[src/pkg/dspmaf_map.svh]
`ifndef DSPMAF_MAP_SVH
`define DSPMAF_MAP_SVH
`define DSPMAF_CTRL 8'h00
`define DSPMAF_ROUTE 8'h04
`define DSPMAF_PAT 8'h08
`define DSPMAF_MSK 8'h0c
`define DSPMAF_STS 8'h10
`define DSPMAF_IEN 8'h14
`define DSPMAF_RES 8'h18
`define DSPMAF_FLG 8'h1c
`define DSPMAF_B_DUAL 0
`define DSPMAF_B_SUB0 1
`define DSPMAF_B_SUB1 2
`define DSPMAF_B_ACC 3
`define DSPMAF_B_UIN 4
`define DSPMAF_B_UPIPE 5
`define DSPMAF_B_UOUT 6
`define DSPMAF_ROUTE_W 8
`define DSPMAF_CSEL 0
`define DSPMAF_ESEL 2
`define DSPMAF_RSEL 4
`define DSPMAF_CTRL_RST 32'h0000_0000
`define DSPMAF_ROUTE_RST 32'h0000_0000
`define DSPMAF_RESP_OK 2'h0
`define DSPMAF_RESP_ERR 2'h2
`endif

[src/pkg/dspmaf_pkg.sv]
package dspmaf_pkg;
   typedef enum logic [2:0] {
      F_ZERO = 3'h0,
      F_ZMSK = 3'h1,
      F_OMSK = 3'h2,
      F_PAT = 3'h3,
      F_PATB = 3'h4,
      F_OVER = 3'h5,
      F_UNDER = 3'h6,
      F_WRAP = 3'h7
   } dspmaf_flag_t;
   typedef enum logic [1:0] {
      G_IN = 2'h0,
      G_PIPE = 2'h1,
      G_OUT = 2'h2
   } dspmaf_grp_t;
   typedef logic [7:0] dspmaf_flags_t;
endpackage : dspmaf_pkg

[src/pkg/dspmaf_slice_if.sv]
`timescale 1ns/1ps
interface dspmaf_slice_if #(parameter int OPW = 12, parameter int AW = 32);
   logic signed [OPW-1:0] ax, ay, bx, by;
   logic sub, use_in, use_pipe, tick_in, tick_pipe, clr_in, clr_pipe;
   logic signed [AW-1:0] prod, part;
   modport ctl (output ax, ay, bx, by, sub, use_in, use_pipe, tick_in,
      tick_pipe, clr_in, clr_pipe, input prod, part);
   modport slc (input ax, ay, bx, by, sub, use_in, use_pipe, tick_in,
      tick_pipe, clr_in, clr_pipe, output prod, part);
endinterface : dspmaf_slice_if

[src/rtl/dspmaf_slice.sv]
`timescale 1ns/1ps
module dspmaf_slice import dspmaf_pkg::*; #(
   parameter int OPW = 12,
   parameter int AW = 32
) (
   input wire logic aclk, // fabric clock
   input wire logic aresetn, // sync reset, low
   dspmaf_slice_if.slc s // operands in, products out
);
   logic signed [OPW-1:0] ax_reg, ay_reg, bx_reg, by_reg;
   logic signed [OPW-1:0] ax_d, ay_d, bx_d, by_d;
   logic signed [2*OPW-1:0] pa, pb, pa_reg, pb_reg, pa_d, pb_d;

   always_ff @(posedge aclk) begin
      if (!aresetn || s.clr_in) begin
         ax_reg <= '0;
         ay_reg <= '0;
         bx_reg <= '0;
         by_reg <= '0;
      end else if (s.tick_in) begin
         ax_reg <= s.ax;
         ay_reg <= s.ay;
         bx_reg <= s.bx;
         by_reg <= s.by;
      end
   end

   assign ax_d = s.use_in ? ax_reg : s.ax;
   assign ay_d = s.use_in ? ay_reg : s.ay;
   assign bx_d = s.use_in ? bx_reg : s.bx;
   assign by_d = s.use_in ? by_reg : s.by;
   assign pa = ax_d * ay_d;
   assign pb = bx_d * by_d;

   always_ff @(posedge aclk) begin
      if (!aresetn || s.clr_pipe) begin
         pa_reg <= '0;
         pb_reg <= '0;
      end else if (s.tick_pipe) begin
         pa_reg <= pa;
         pb_reg <= pb;
      end
   end

   assign pa_d = s.use_pipe ? pa_reg : pa;
   assign pb_d = s.use_pipe ? pb_reg : pb;
   assign s.prod = AW'(pa_d);
   // second product plus or minus the first
   assign s.part = s.sub ? AW'(pb_d) - AW'(pa_d)
                         : AW'(pb_d) + AW'(pa_d);
endmodule : dspmaf_slice

[src/rtl/dspmaf_top.sv]
`timescale 1ns/1ps
`include "dspmaf_map.svh"
module dspmaf_top import dspmaf_pkg::*; #(
   parameter int OPW = 12,
   parameter int AW = 32
) (
   input wire logic aclk, // 200 MHz clock
   input wire logic aresetn, // sync reset, low
   input wire logic [7:0] awaddr, // write address
   input wire logic awvalid, // write address valid
   output logic awready, // write address ready
   input wire logic [31:0] wdata, // write data
   input wire logic [3:0] wstrb, // byte strobes
   input wire logic wvalid, // write data valid
   output logic wready, // write data ready
   output logic [1:0] bresp, // write response
   output logic bvalid, // write response valid
   input wire logic bready, // write response ready
   input wire logic [7:0] araddr, // read address
   input wire logic arvalid, // read address valid
   output logic arready, // read address ready
   output logic [31:0] rdata, // read data
   output logic [1:0] rresp, // read response
   output logic rvalid, // read data valid
   input wire logic rready, // read data ready
   input wire logic routed_clock_a, // routed clock pin 0
   input wire logic routed_clock_b, // routed clock pin 1
   input wire logic routed_clock_c, // routed clock pin 2
   input wire logic routed_clock_d, // routed clock pin 3
   input wire logic [3:0] fab_ce, // routed clock enables
   input wire logic [3:0] fab_rst, // routed resets
   input wire logic [2*OPW-1:0] first_pair_x, // per slice
   input wire logic [2*OPW-1:0] first_pair_y, // per slice
   input wire logic [2*OPW-1:0] second_pair_x, // per slice
   input wire logic [2*OPW-1:0] second_pair_y, // per slice
   output logic [AW-1:0] result_q, // element output
   output logic flag_all_zero, // result zero
   output logic flag_zero_masked, // unmasked bits zero
   output logic flag_ones_masked, // unmasked bits one
   output logic flag_pattern_match, // equals pattern
   output logic flag_inverse_pattern_match, // equals ~pattern
   output logic flag_acc_over, // accumulator overflow
   output logic flag_acc_under, // accumulator underflow
   output logic flag_acc_any_wrap, // either of the two
   output logic irq // level interrupt
);
   localparam logic signed [AW+1:0] ACC_MAX = {3'b000, {(AW-1){1'b1}}};
   localparam logic signed [AW+1:0] ACC_MIN = {3'b111, {(AW-1){1'b0}}};

   logic [31:0] ctrl_reg, route_reg;
   logic [AW-1:0] pat_reg, msk_reg, result_reg;
   dspmaf_flags_t flg_reg, sts_reg, ien_reg, flg_next, w1c;
   logic irq_reg;

   // pin synchronisers
   logic [11:0] pin_raw, pin_s1, pin_s2, pin_s3, pin_f;
   logic [3:0] ck_prev_reg, ck_tick;
   logic [2:0] grp_tick, grp_clr;
   assign pin_raw = {fab_rst, fab_ce, routed_clock_d, routed_clock_c,
                     routed_clock_b, routed_clock_a};
   for (genvar i = 0; i < 12; i++) begin : g_pin
      always_ff @(posedge aclk) begin
         if (!aresetn) begin
            pin_s1[i] <= 1'b0;
            pin_s2[i] <= 1'b0;
            pin_s3[i] <= 1'b0;
            pin_f[i] <= 1'b0;
         end else begin
            pin_s1[i] <= pin_raw[i];
            pin_s2[i] <= pin_s1[i];
            pin_s3[i] <= pin_s2[i];
            if (pin_s2[i] == pin_s3[i]) begin
               pin_f[i] <= pin_s3[i];
            end
         end
      end
   end

   always_ff @(posedge aclk) begin
      if (!aresetn) begin
         ck_prev_reg <= 4'h0;
      end else begin
         ck_prev_reg <= pin_f[3:0];
      end
   end
   assign ck_tick = pin_f[3:0] & ~ck_prev_reg;

   // per group clock, enable and reset routing
   for (genvar g = 0; g < 3; g++) begin : g_grp
      logic [7:0] rt;
      assign rt = route_reg[g*`DSPMAF_ROUTE_W +: `DSPMAF_ROUTE_W];
      assign grp_tick[g] = ck_tick[rt[`DSPMAF_CSEL +: 2]]
                         & pin_f[4 + rt[`DSPMAF_ESEL +: 2]];
      assign grp_clr[g] = pin_f[8 + rt[`DSPMAF_RSEL +: 2]];
   end

   // two parallel slices, their outputs combined in the second ALU
   dspmaf_slice_if #(.OPW(OPW), .AW(AW)) sif[2] ();
   for (genvar i = 0; i < 2; i++) begin : g_slc
      assign sif[i].ax = first_pair_x[i*OPW +: OPW];
      assign sif[i].ay = first_pair_y[i*OPW +: OPW];
      assign sif[i].bx = second_pair_x[i*OPW +: OPW];
      assign sif[i].by = second_pair_y[i*OPW +: OPW];
      assign sif[i].sub = ctrl_reg[`DSPMAF_B_SUB0 + i];
      assign sif[i].use_in = ctrl_reg[`DSPMAF_B_UIN];
      assign sif[i].use_pipe = ctrl_reg[`DSPMAF_B_UPIPE];
      assign sif[i].tick_in = grp_tick[G_IN];
      assign sif[i].tick_pipe = grp_tick[G_PIPE];
      assign sif[i].clr_in = grp_clr[G_IN];
      assign sif[i].clr_pipe = grp_clr[G_PIPE];
      dspmaf_slice #(.OPW(OPW), .AW(AW)) u_slc (
         .aclk(aclk),
         .aresetn(aresetn),
         .s(sif[i])
      );
   end

   // second ALU, accumulator and flags
   logic dual, acc_on, use_out, res_upd, clr_out;
   logic signed [AW-1:0] alu_res, acc_base;
   logic signed [AW+1:0] acc_sum;
   logic [AW-1:0] res_next;
   assign dual = ctrl_reg[`DSPMAF_B_DUAL];
   assign acc_on = ctrl_reg[`DSPMAF_B_ACC];
   assign use_out = ctrl_reg[`DSPMAF_B_UOUT];
   assign alu_res = dual ? sif[0].part + sif[1].part
                         : sif[0].prod;
   assign acc_base = acc_on ? result_reg : '0;
   assign acc_sum = (AW+2)'(acc_base) + (AW+2)'(alu_res);
   assign res_next = acc_sum[AW-1:0];
   // bypassed output stage still lands in a flop, loaded every cycle
   assign res_upd = use_out ? grp_tick[G_OUT] : 1'b1;
   assign clr_out = use_out & grp_clr[G_OUT];

   always_comb begin
      flg_next[F_ZERO] = res_next == '0;
      flg_next[F_ZMSK] = (res_next & ~msk_reg) == '0;
      flg_next[F_OMSK] = (~res_next & ~msk_reg) == '0;
      flg_next[F_PAT] = ((res_next ^ pat_reg) & ~msk_reg) == '0;
      flg_next[F_PATB] = ((res_next ^ ~pat_reg) & ~msk_reg) == '0;
      flg_next[F_OVER] = acc_sum > ACC_MAX;
      flg_next[F_UNDER] = acc_sum < ACC_MIN;
      flg_next[F_WRAP] = flg_next[F_OVER] | flg_next[F_UNDER];
   end

   always_ff @(posedge aclk) begin
      if (!aresetn || clr_out) begin
         result_reg <= '0;
         flg_reg <= '0;
      end else if (res_upd) begin
         result_reg <= res_next;
         flg_reg <= flg_next;
      end
   end

   // register bus, write side
   logic aw_hold_reg, w_hold_reg, awready_reg, wready_reg;
   logic bvalid_reg, arready_reg, rvalid_reg;
   logic [1:0] bresp_reg, rresp_reg;
   logic [7:0] awaddr_reg, wa, ra;
   logic [31:0] wdata_reg, rdata_reg, rd_data;
   logic [3:0] wstrb_reg;
   logic aw_hold_next, w_hold_next, bvalid_next, rvalid_next;
   logic do_wr, wr_ok, rd_ok;

   function automatic logic [31:0] wmerge(input logic [31:0] o,
      input logic [31:0] d, input logic [3:0] s);
      logic [31:0] r;
      r = o;
      for (int b = 0; b < 4; b++) begin
         if (s[b]) begin
            r[b*8 +: 8] = d[b*8 +: 8];
         end
      end
      return r;
   endfunction : wmerge

   assign wa = {awaddr_reg[7:2], 2'b00};
   assign do_wr = aw_hold_reg & w_hold_reg & ~bvalid_reg;

   always_comb begin
      aw_hold_next = aw_hold_reg | (awvalid & awready_reg);
      w_hold_next = w_hold_reg | (wvalid & wready_reg);
      bvalid_next = bvalid_reg & ~bready;
      if (do_wr) begin
         aw_hold_next = 1'b0;
         w_hold_next = 1'b0;
         bvalid_next = 1'b1;
      end
      case (wa)
         `DSPMAF_CTRL, `DSPMAF_ROUTE, `DSPMAF_PAT, `DSPMAF_MSK,
         `DSPMAF_STS, `DSPMAF_IEN, `DSPMAF_RES, `DSPMAF_FLG: wr_ok = 1'b1;
         default: wr_ok = 1'b0;
      endcase
   end

   always_ff @(posedge aclk) begin
      if (!aresetn) begin
         aw_hold_reg <= 1'b0;
         w_hold_reg <= 1'b0;
         awready_reg <= 1'b0;
         wready_reg <= 1'b0;
         bvalid_reg <= 1'b0;
         bresp_reg <= `DSPMAF_RESP_OK;
         awaddr_reg <= 8'h00;
         wdata_reg <= 32'h0000_0000;
         wstrb_reg <= 4'h0;
      end else begin
         aw_hold_reg <= aw_hold_next;
         w_hold_reg <= w_hold_next;
         awready_reg <= ~aw_hold_next & ~bvalid_next;
         wready_reg <= ~w_hold_next & ~bvalid_next;
         bvalid_reg <= bvalid_next;
         if (awvalid && awready_reg) begin
            awaddr_reg <= awaddr;
         end
         if (wvalid && wready_reg) begin
            wdata_reg <= wdata;
            wstrb_reg <= wstrb;
         end
         if (do_wr) begin
            bresp_reg <= wr_ok ? `DSPMAF_RESP_OK : `DSPMAF_RESP_ERR;
         end
      end
   end

   // configuration registers
   always_ff @(posedge aclk) begin
      if (!aresetn) begin
         ctrl_reg <= `DSPMAF_CTRL_RST;
         route_reg <= `DSPMAF_ROUTE_RST;
         pat_reg <= '0;
         msk_reg <= '0;
         ien_reg <= '0;
      end else if (do_wr) begin
         case (wa)
            `DSPMAF_CTRL: ctrl_reg <= wmerge(ctrl_reg, wdata_reg, wstrb_reg);
            `DSPMAF_ROUTE: begin
               route_reg <= wmerge(route_reg, wdata_reg, wstrb_reg);
            end
            `DSPMAF_PAT: begin
               pat_reg <= AW'(wmerge(32'(pat_reg), wdata_reg, wstrb_reg));
            end
            `DSPMAF_MSK: begin
               msk_reg <= AW'(wmerge(32'(msk_reg), wdata_reg, wstrb_reg));
            end
            `DSPMAF_IEN: begin
               ien_reg <= 8'(wmerge(32'(ien_reg), wdata_reg, wstrb_reg));
            end
            default: ;
         endcase
      end
   end

   // sticky status, set wins over write-one-to-clear
   assign w1c = (do_wr && wa == `DSPMAF_STS)
              ? 8'(wmerge(32'h0, wdata_reg, wstrb_reg)) : 8'h00;
   always_ff @(posedge aclk) begin
      if (!aresetn) begin
         sts_reg <= '0;
         irq_reg <= 1'b0;
      end else begin
         sts_reg <= (sts_reg & ~w1c)
                  | ((res_upd && !clr_out) ? flg_next : 8'h00);
         irq_reg <= |(sts_reg & ien_reg);
      end
   end

   // register bus, read side
   assign ra = {araddr[7:2], 2'b00};
   always_comb begin
      rd_ok = 1'b1;
      case (ra)
         `DSPMAF_CTRL: rd_data = ctrl_reg;
         `DSPMAF_ROUTE: rd_data = route_reg;
         `DSPMAF_PAT: rd_data = 32'(pat_reg);
         `DSPMAF_MSK: rd_data = 32'(msk_reg);
         `DSPMAF_STS: rd_data = 32'(sts_reg);
         `DSPMAF_IEN: rd_data = 32'(ien_reg);
         `DSPMAF_RES: rd_data = 32'(result_reg);
         `DSPMAF_FLG: rd_data = 32'(flg_reg);
         default: begin
            rd_data = 32'h0000_0000;
            rd_ok = 1'b0;
         end
      endcase
      rvalid_next = (rvalid_reg & ~rready) | (arvalid & arready_reg);
   end

   always_ff @(posedge aclk) begin
      if (!aresetn) begin
         arready_reg <= 1'b0;
         rvalid_reg <= 1'b0;
         rdata_reg <= 32'h0000_0000;
         rresp_reg <= `DSPMAF_RESP_OK;
      end else begin
         arready_reg <= ~rvalid_next;
         rvalid_reg <= rvalid_next;
         if (arvalid && arready_reg) begin
            rdata_reg <= rd_data;
            rresp_reg <= rd_ok ? `DSPMAF_RESP_OK : `DSPMAF_RESP_ERR;
         end
      end
   end

   assign awready = awready_reg;
   assign wready = wready_reg;
   assign bvalid = bvalid_reg;
   assign bresp = bresp_reg;
   assign arready = arready_reg;
   assign rvalid = rvalid_reg;
   assign rdata = rdata_reg;
   assign rresp = rresp_reg;
   assign result_q = result_reg;
   assign flag_all_zero = flg_reg[F_ZERO];
   assign flag_zero_masked = flg_reg[F_ZMSK];
   assign flag_ones_masked = flg_reg[F_OMSK];
   assign flag_pattern_match = flg_reg[F_PAT];
   assign flag_inverse_pattern_match = flg_reg[F_PATB];
   assign flag_acc_over = flg_reg[F_OVER];
   assign flag_acc_under = flg_reg[F_UNDER];
   assign flag_acc_any_wrap = flg_reg[F_WRAP];
   assign irq = irq_reg;

   // checks
   logic signed [AW-1:0] ref_p0, ref_d;
   logic all_byp;
   assign all_byp = ~|ctrl_reg[`DSPMAF_B_UOUT:`DSPMAF_B_ACC];
   assign ref_p0 = AW'($signed(first_pair_x[OPW-1:0]))
                 * AW'($signed(first_pair_y[OPW-1:0]));
   assign ref_d = sif[0].part + sif[1].part;
endmodule : dspmaf_top

[config.mk]
export PLATFORM = sky130hd
export DESIGN_NAME = dspmaf_top
export DESIGN_NICKNAME = d
export VERILOG_FILES = /design/src/pkg/dspmaf_pkg.sv /design/src/pkg/dspmaf_slice_if.sv /design/src/rtl/dspmaf_slice.sv /design/src/rtl/dspmaf_top.sv
export VERILOG_INCLUDE_DIRS = /design/src /design/src/pkg
export SDC_FILE = /design/constraint.sdc
export NUM_CORES = 2
export LEC_CHECK = 0
export ABC_AREA = 1
export BUFFER_PORTS_ARGS = -buffer_cell sky130_fd_sc_hd__buf_2
export CAP_MARGIN = 20
export CORE_MARGIN = 1.5
export CORE_UTILIZATION = 40
export DETAILED_ROUTE_END_ITERATION = 8
export MAX_ROUTING_LAYER = met4
export PLACE_DENSITY = 0.53
export SYNTH_ARGS = -nofsm -noshare
export SYNTH_HDL_FRONTEND = slang
export SYNTH_HIERARCHICAL = 1
export SYNTH_SLANG_ARGS = --single-unit
[constraint.sdc]
create_clock -name aclk -period 17.45 [get_ports aclk]
set_input_delay 2.6175 -clock aclk [delete_from_list [all_inputs] [get_ports aclk]]
set_output_delay 2.6175 -clock aclk [all_outputs]
set_load 0.03 [all_outputs]
==> results_dict.tcl <==
set metrics [dict create \
    route.met3.wl_mm 7.71 \
    arrival_ps 14780 \
    syn_area_um2 53600 \
    diodes 0 \
    cts_inserted_buffers 67 \
    die_area_um2 136000 \
    final_cells 9688 \
    slew_violations 0 \
    rows 134 \
    hold_viol_final 0 \
    clkLatencyLatePin_ps 680 \
    wl_met2_mm 74.3 \
    tns_ps 0 \
    drt_pass1_iterations 8 \
    fin_ws_ps 3270 \
    cts_htree_levels 3 \
    syn-instance-count 7715 \
    status "finished clean" \
    initialDrtViolationCount 3365 \
    layout-drive-gt1-share 0.0821 \
    worstHoldStart "pin_s1[4]" \
    ctsResizeCount 0 \
    rsz0062_at_grt "no" \
    fin_crit_sh 0.813 \
    nets 8908 \
    avgRoutedWirePerCell_um 16.7 \
    min_path_type "register to register" \
    max_cap_violations 0 \
    drtAntennaViolNets 0 \
    die-width_um 369 \
    dp_cells 9565 \
    initial_core_util 0.402 \
    setup.worst_path.end_class "register" \
    finalCriticalPeriod_ps 14180 \
    track_usage 0.245 \
    cts_tree "done" \
    synth_area_per_cell_um2 6.95 \
    grt-ovfl-total 0 \
    wl_mm 162 \
    timing.rr.start "ctrl_reg[4]" \
    postCtsSetupRepairBufs 0 \
    max-slew-margin-rel 0.219 \
    grt_max_degree 111 \
    wl_met1_mm 75.2 \
    topRoutingLayerUsed "met4" \
    start_kind "primary input" \
    max_stage_delay_ps 730 \
    dieHeight_um 369 \
    worstMarginPinSlew_ps 1160 \
    startpoint "first_pair_x[6]" \
    vias_per_cell 5.03 \
    setup_viol 0 \
    fmax_mhz 70.5 \
    cts_hold_buf 0 \
    critPathKind "primary input to register" \
    reg2reg_to "sts_reg[7]" \
    cp-endpoint "sts_reg[7]" \
    drc 0 \
    cts_buffer_depth 3 \
    finalClockSkew_ps 33.5 \
    cp_max_fo 8 \
    root_buffer "clkbuf_16" \
    dr_total_vias 48700 \
    required_ps 18050 \
    grt_antenna_before_repair 0 \
    core_area_um2 133000 \
    ios 249 \
    gp_congestion 0.936 \
    r2r_cells 58 \
    rrSetupSlack_ps 4510 \
    pre_cts_ws_ps 2660 \
    clkTransAtPathRegs_ps 60 \
    dp_hpwl_mm 131 \
    portBuffers 242 \
    yosysWarnings 6 \
    area.growth.synth_to_final_pct 9.84 \
    cts_sinks 512 \
    grt_first_pass_wirelength_mm 258 \
    cp_common_cell "nand2_1" \
    grt_pass1_vias 47100 \
    cpMaxStageDelayCell "o21ai_0" \
]
[cells in the final DEF (no fill, tap or decap), types with 7 or more instances in the layout]
cell type	instances
a221oi_1	18
nand3b_1	15
clkbuf_8	12
buf_4	75
nor2_2	17
o21a_1	11
fa_1	556
inv_1	1448
a31oi_1	26
o21ai_0	496
o21bai_1	17
o22ai_1	30
a22oi_1	31
xnor2_1	61
a21oi_1	595
nor4_1	12
xor2_1	102
nor2_4	7
inv_6	7
nand3_2	7
o21ai_1	37
nor2_1	543
or2_2	125
clkbuf_16	67
nand4_1	48
clkbuf_1	12
clkinv_2	10
nand2_2	36
o211ai_1	64
buf_2	241
nand3_1	332
clkinv_1	35
ha_1	317
nand2_1	1876
dfxtp_1	510
nor3_1	30
[critical path: cells and delay by family]
family                   cells  cell delay, ps
AND/OR/NAND/NOR             31            4380
buffers and inverters        8             820
adder cells (fa/ha/maj)      9            3890
AO/OA/AOI/OAI                9            2870
XOR/XNOR                     1             160
[worst min-delay path by stage]
stage	endpoint	slack, ps	cells past startpoint
final	pin_s2[4]	410	2
after global routing	pin_s2[5]	430	2
after CTS	pin_s2[5]	420	2
after detailed placement	pin_s2[4]	400	2
after global placement	pin_s2[10]	400	2
after floorplan	pin_s2[0]	390	2
[layer usage]
| metal | vias up | GRT usage |
|---|---|---|
| li1 | 24300 | - |
| met1 | 23100 | 0.322 |
| met2 | 1035 | 0.390 |
| met3 | 219 | 0.0336 |
| met4 | 0 | 0.0733 |
| met5 | - | - |
[per-stage QoR]
step                area [um^2]  hold slack (ps)  utilization
finish                    58900              409        0.442
global route              58900              428        0.442
CTS                       58900              417        0.442
detailed placement        56700              404        0.425
global placement          56600              401        0.425
floorplan                 53700              390            -
[area by class of cell]
class                   instances  area (um^2)
clock buffers                  91         1890
well taps                    1768         2210
fillers                     14000        74400
multi-input cells            5475        36800
clock inverters                30          322
flip-flops and latches        512        10300
repair buffers                320         1840
inverters                    1492         5610
Power is left out: the tool's default activity adds up to more than one toggle a clock period on the data nets, which glitch-free logic cannot reach.
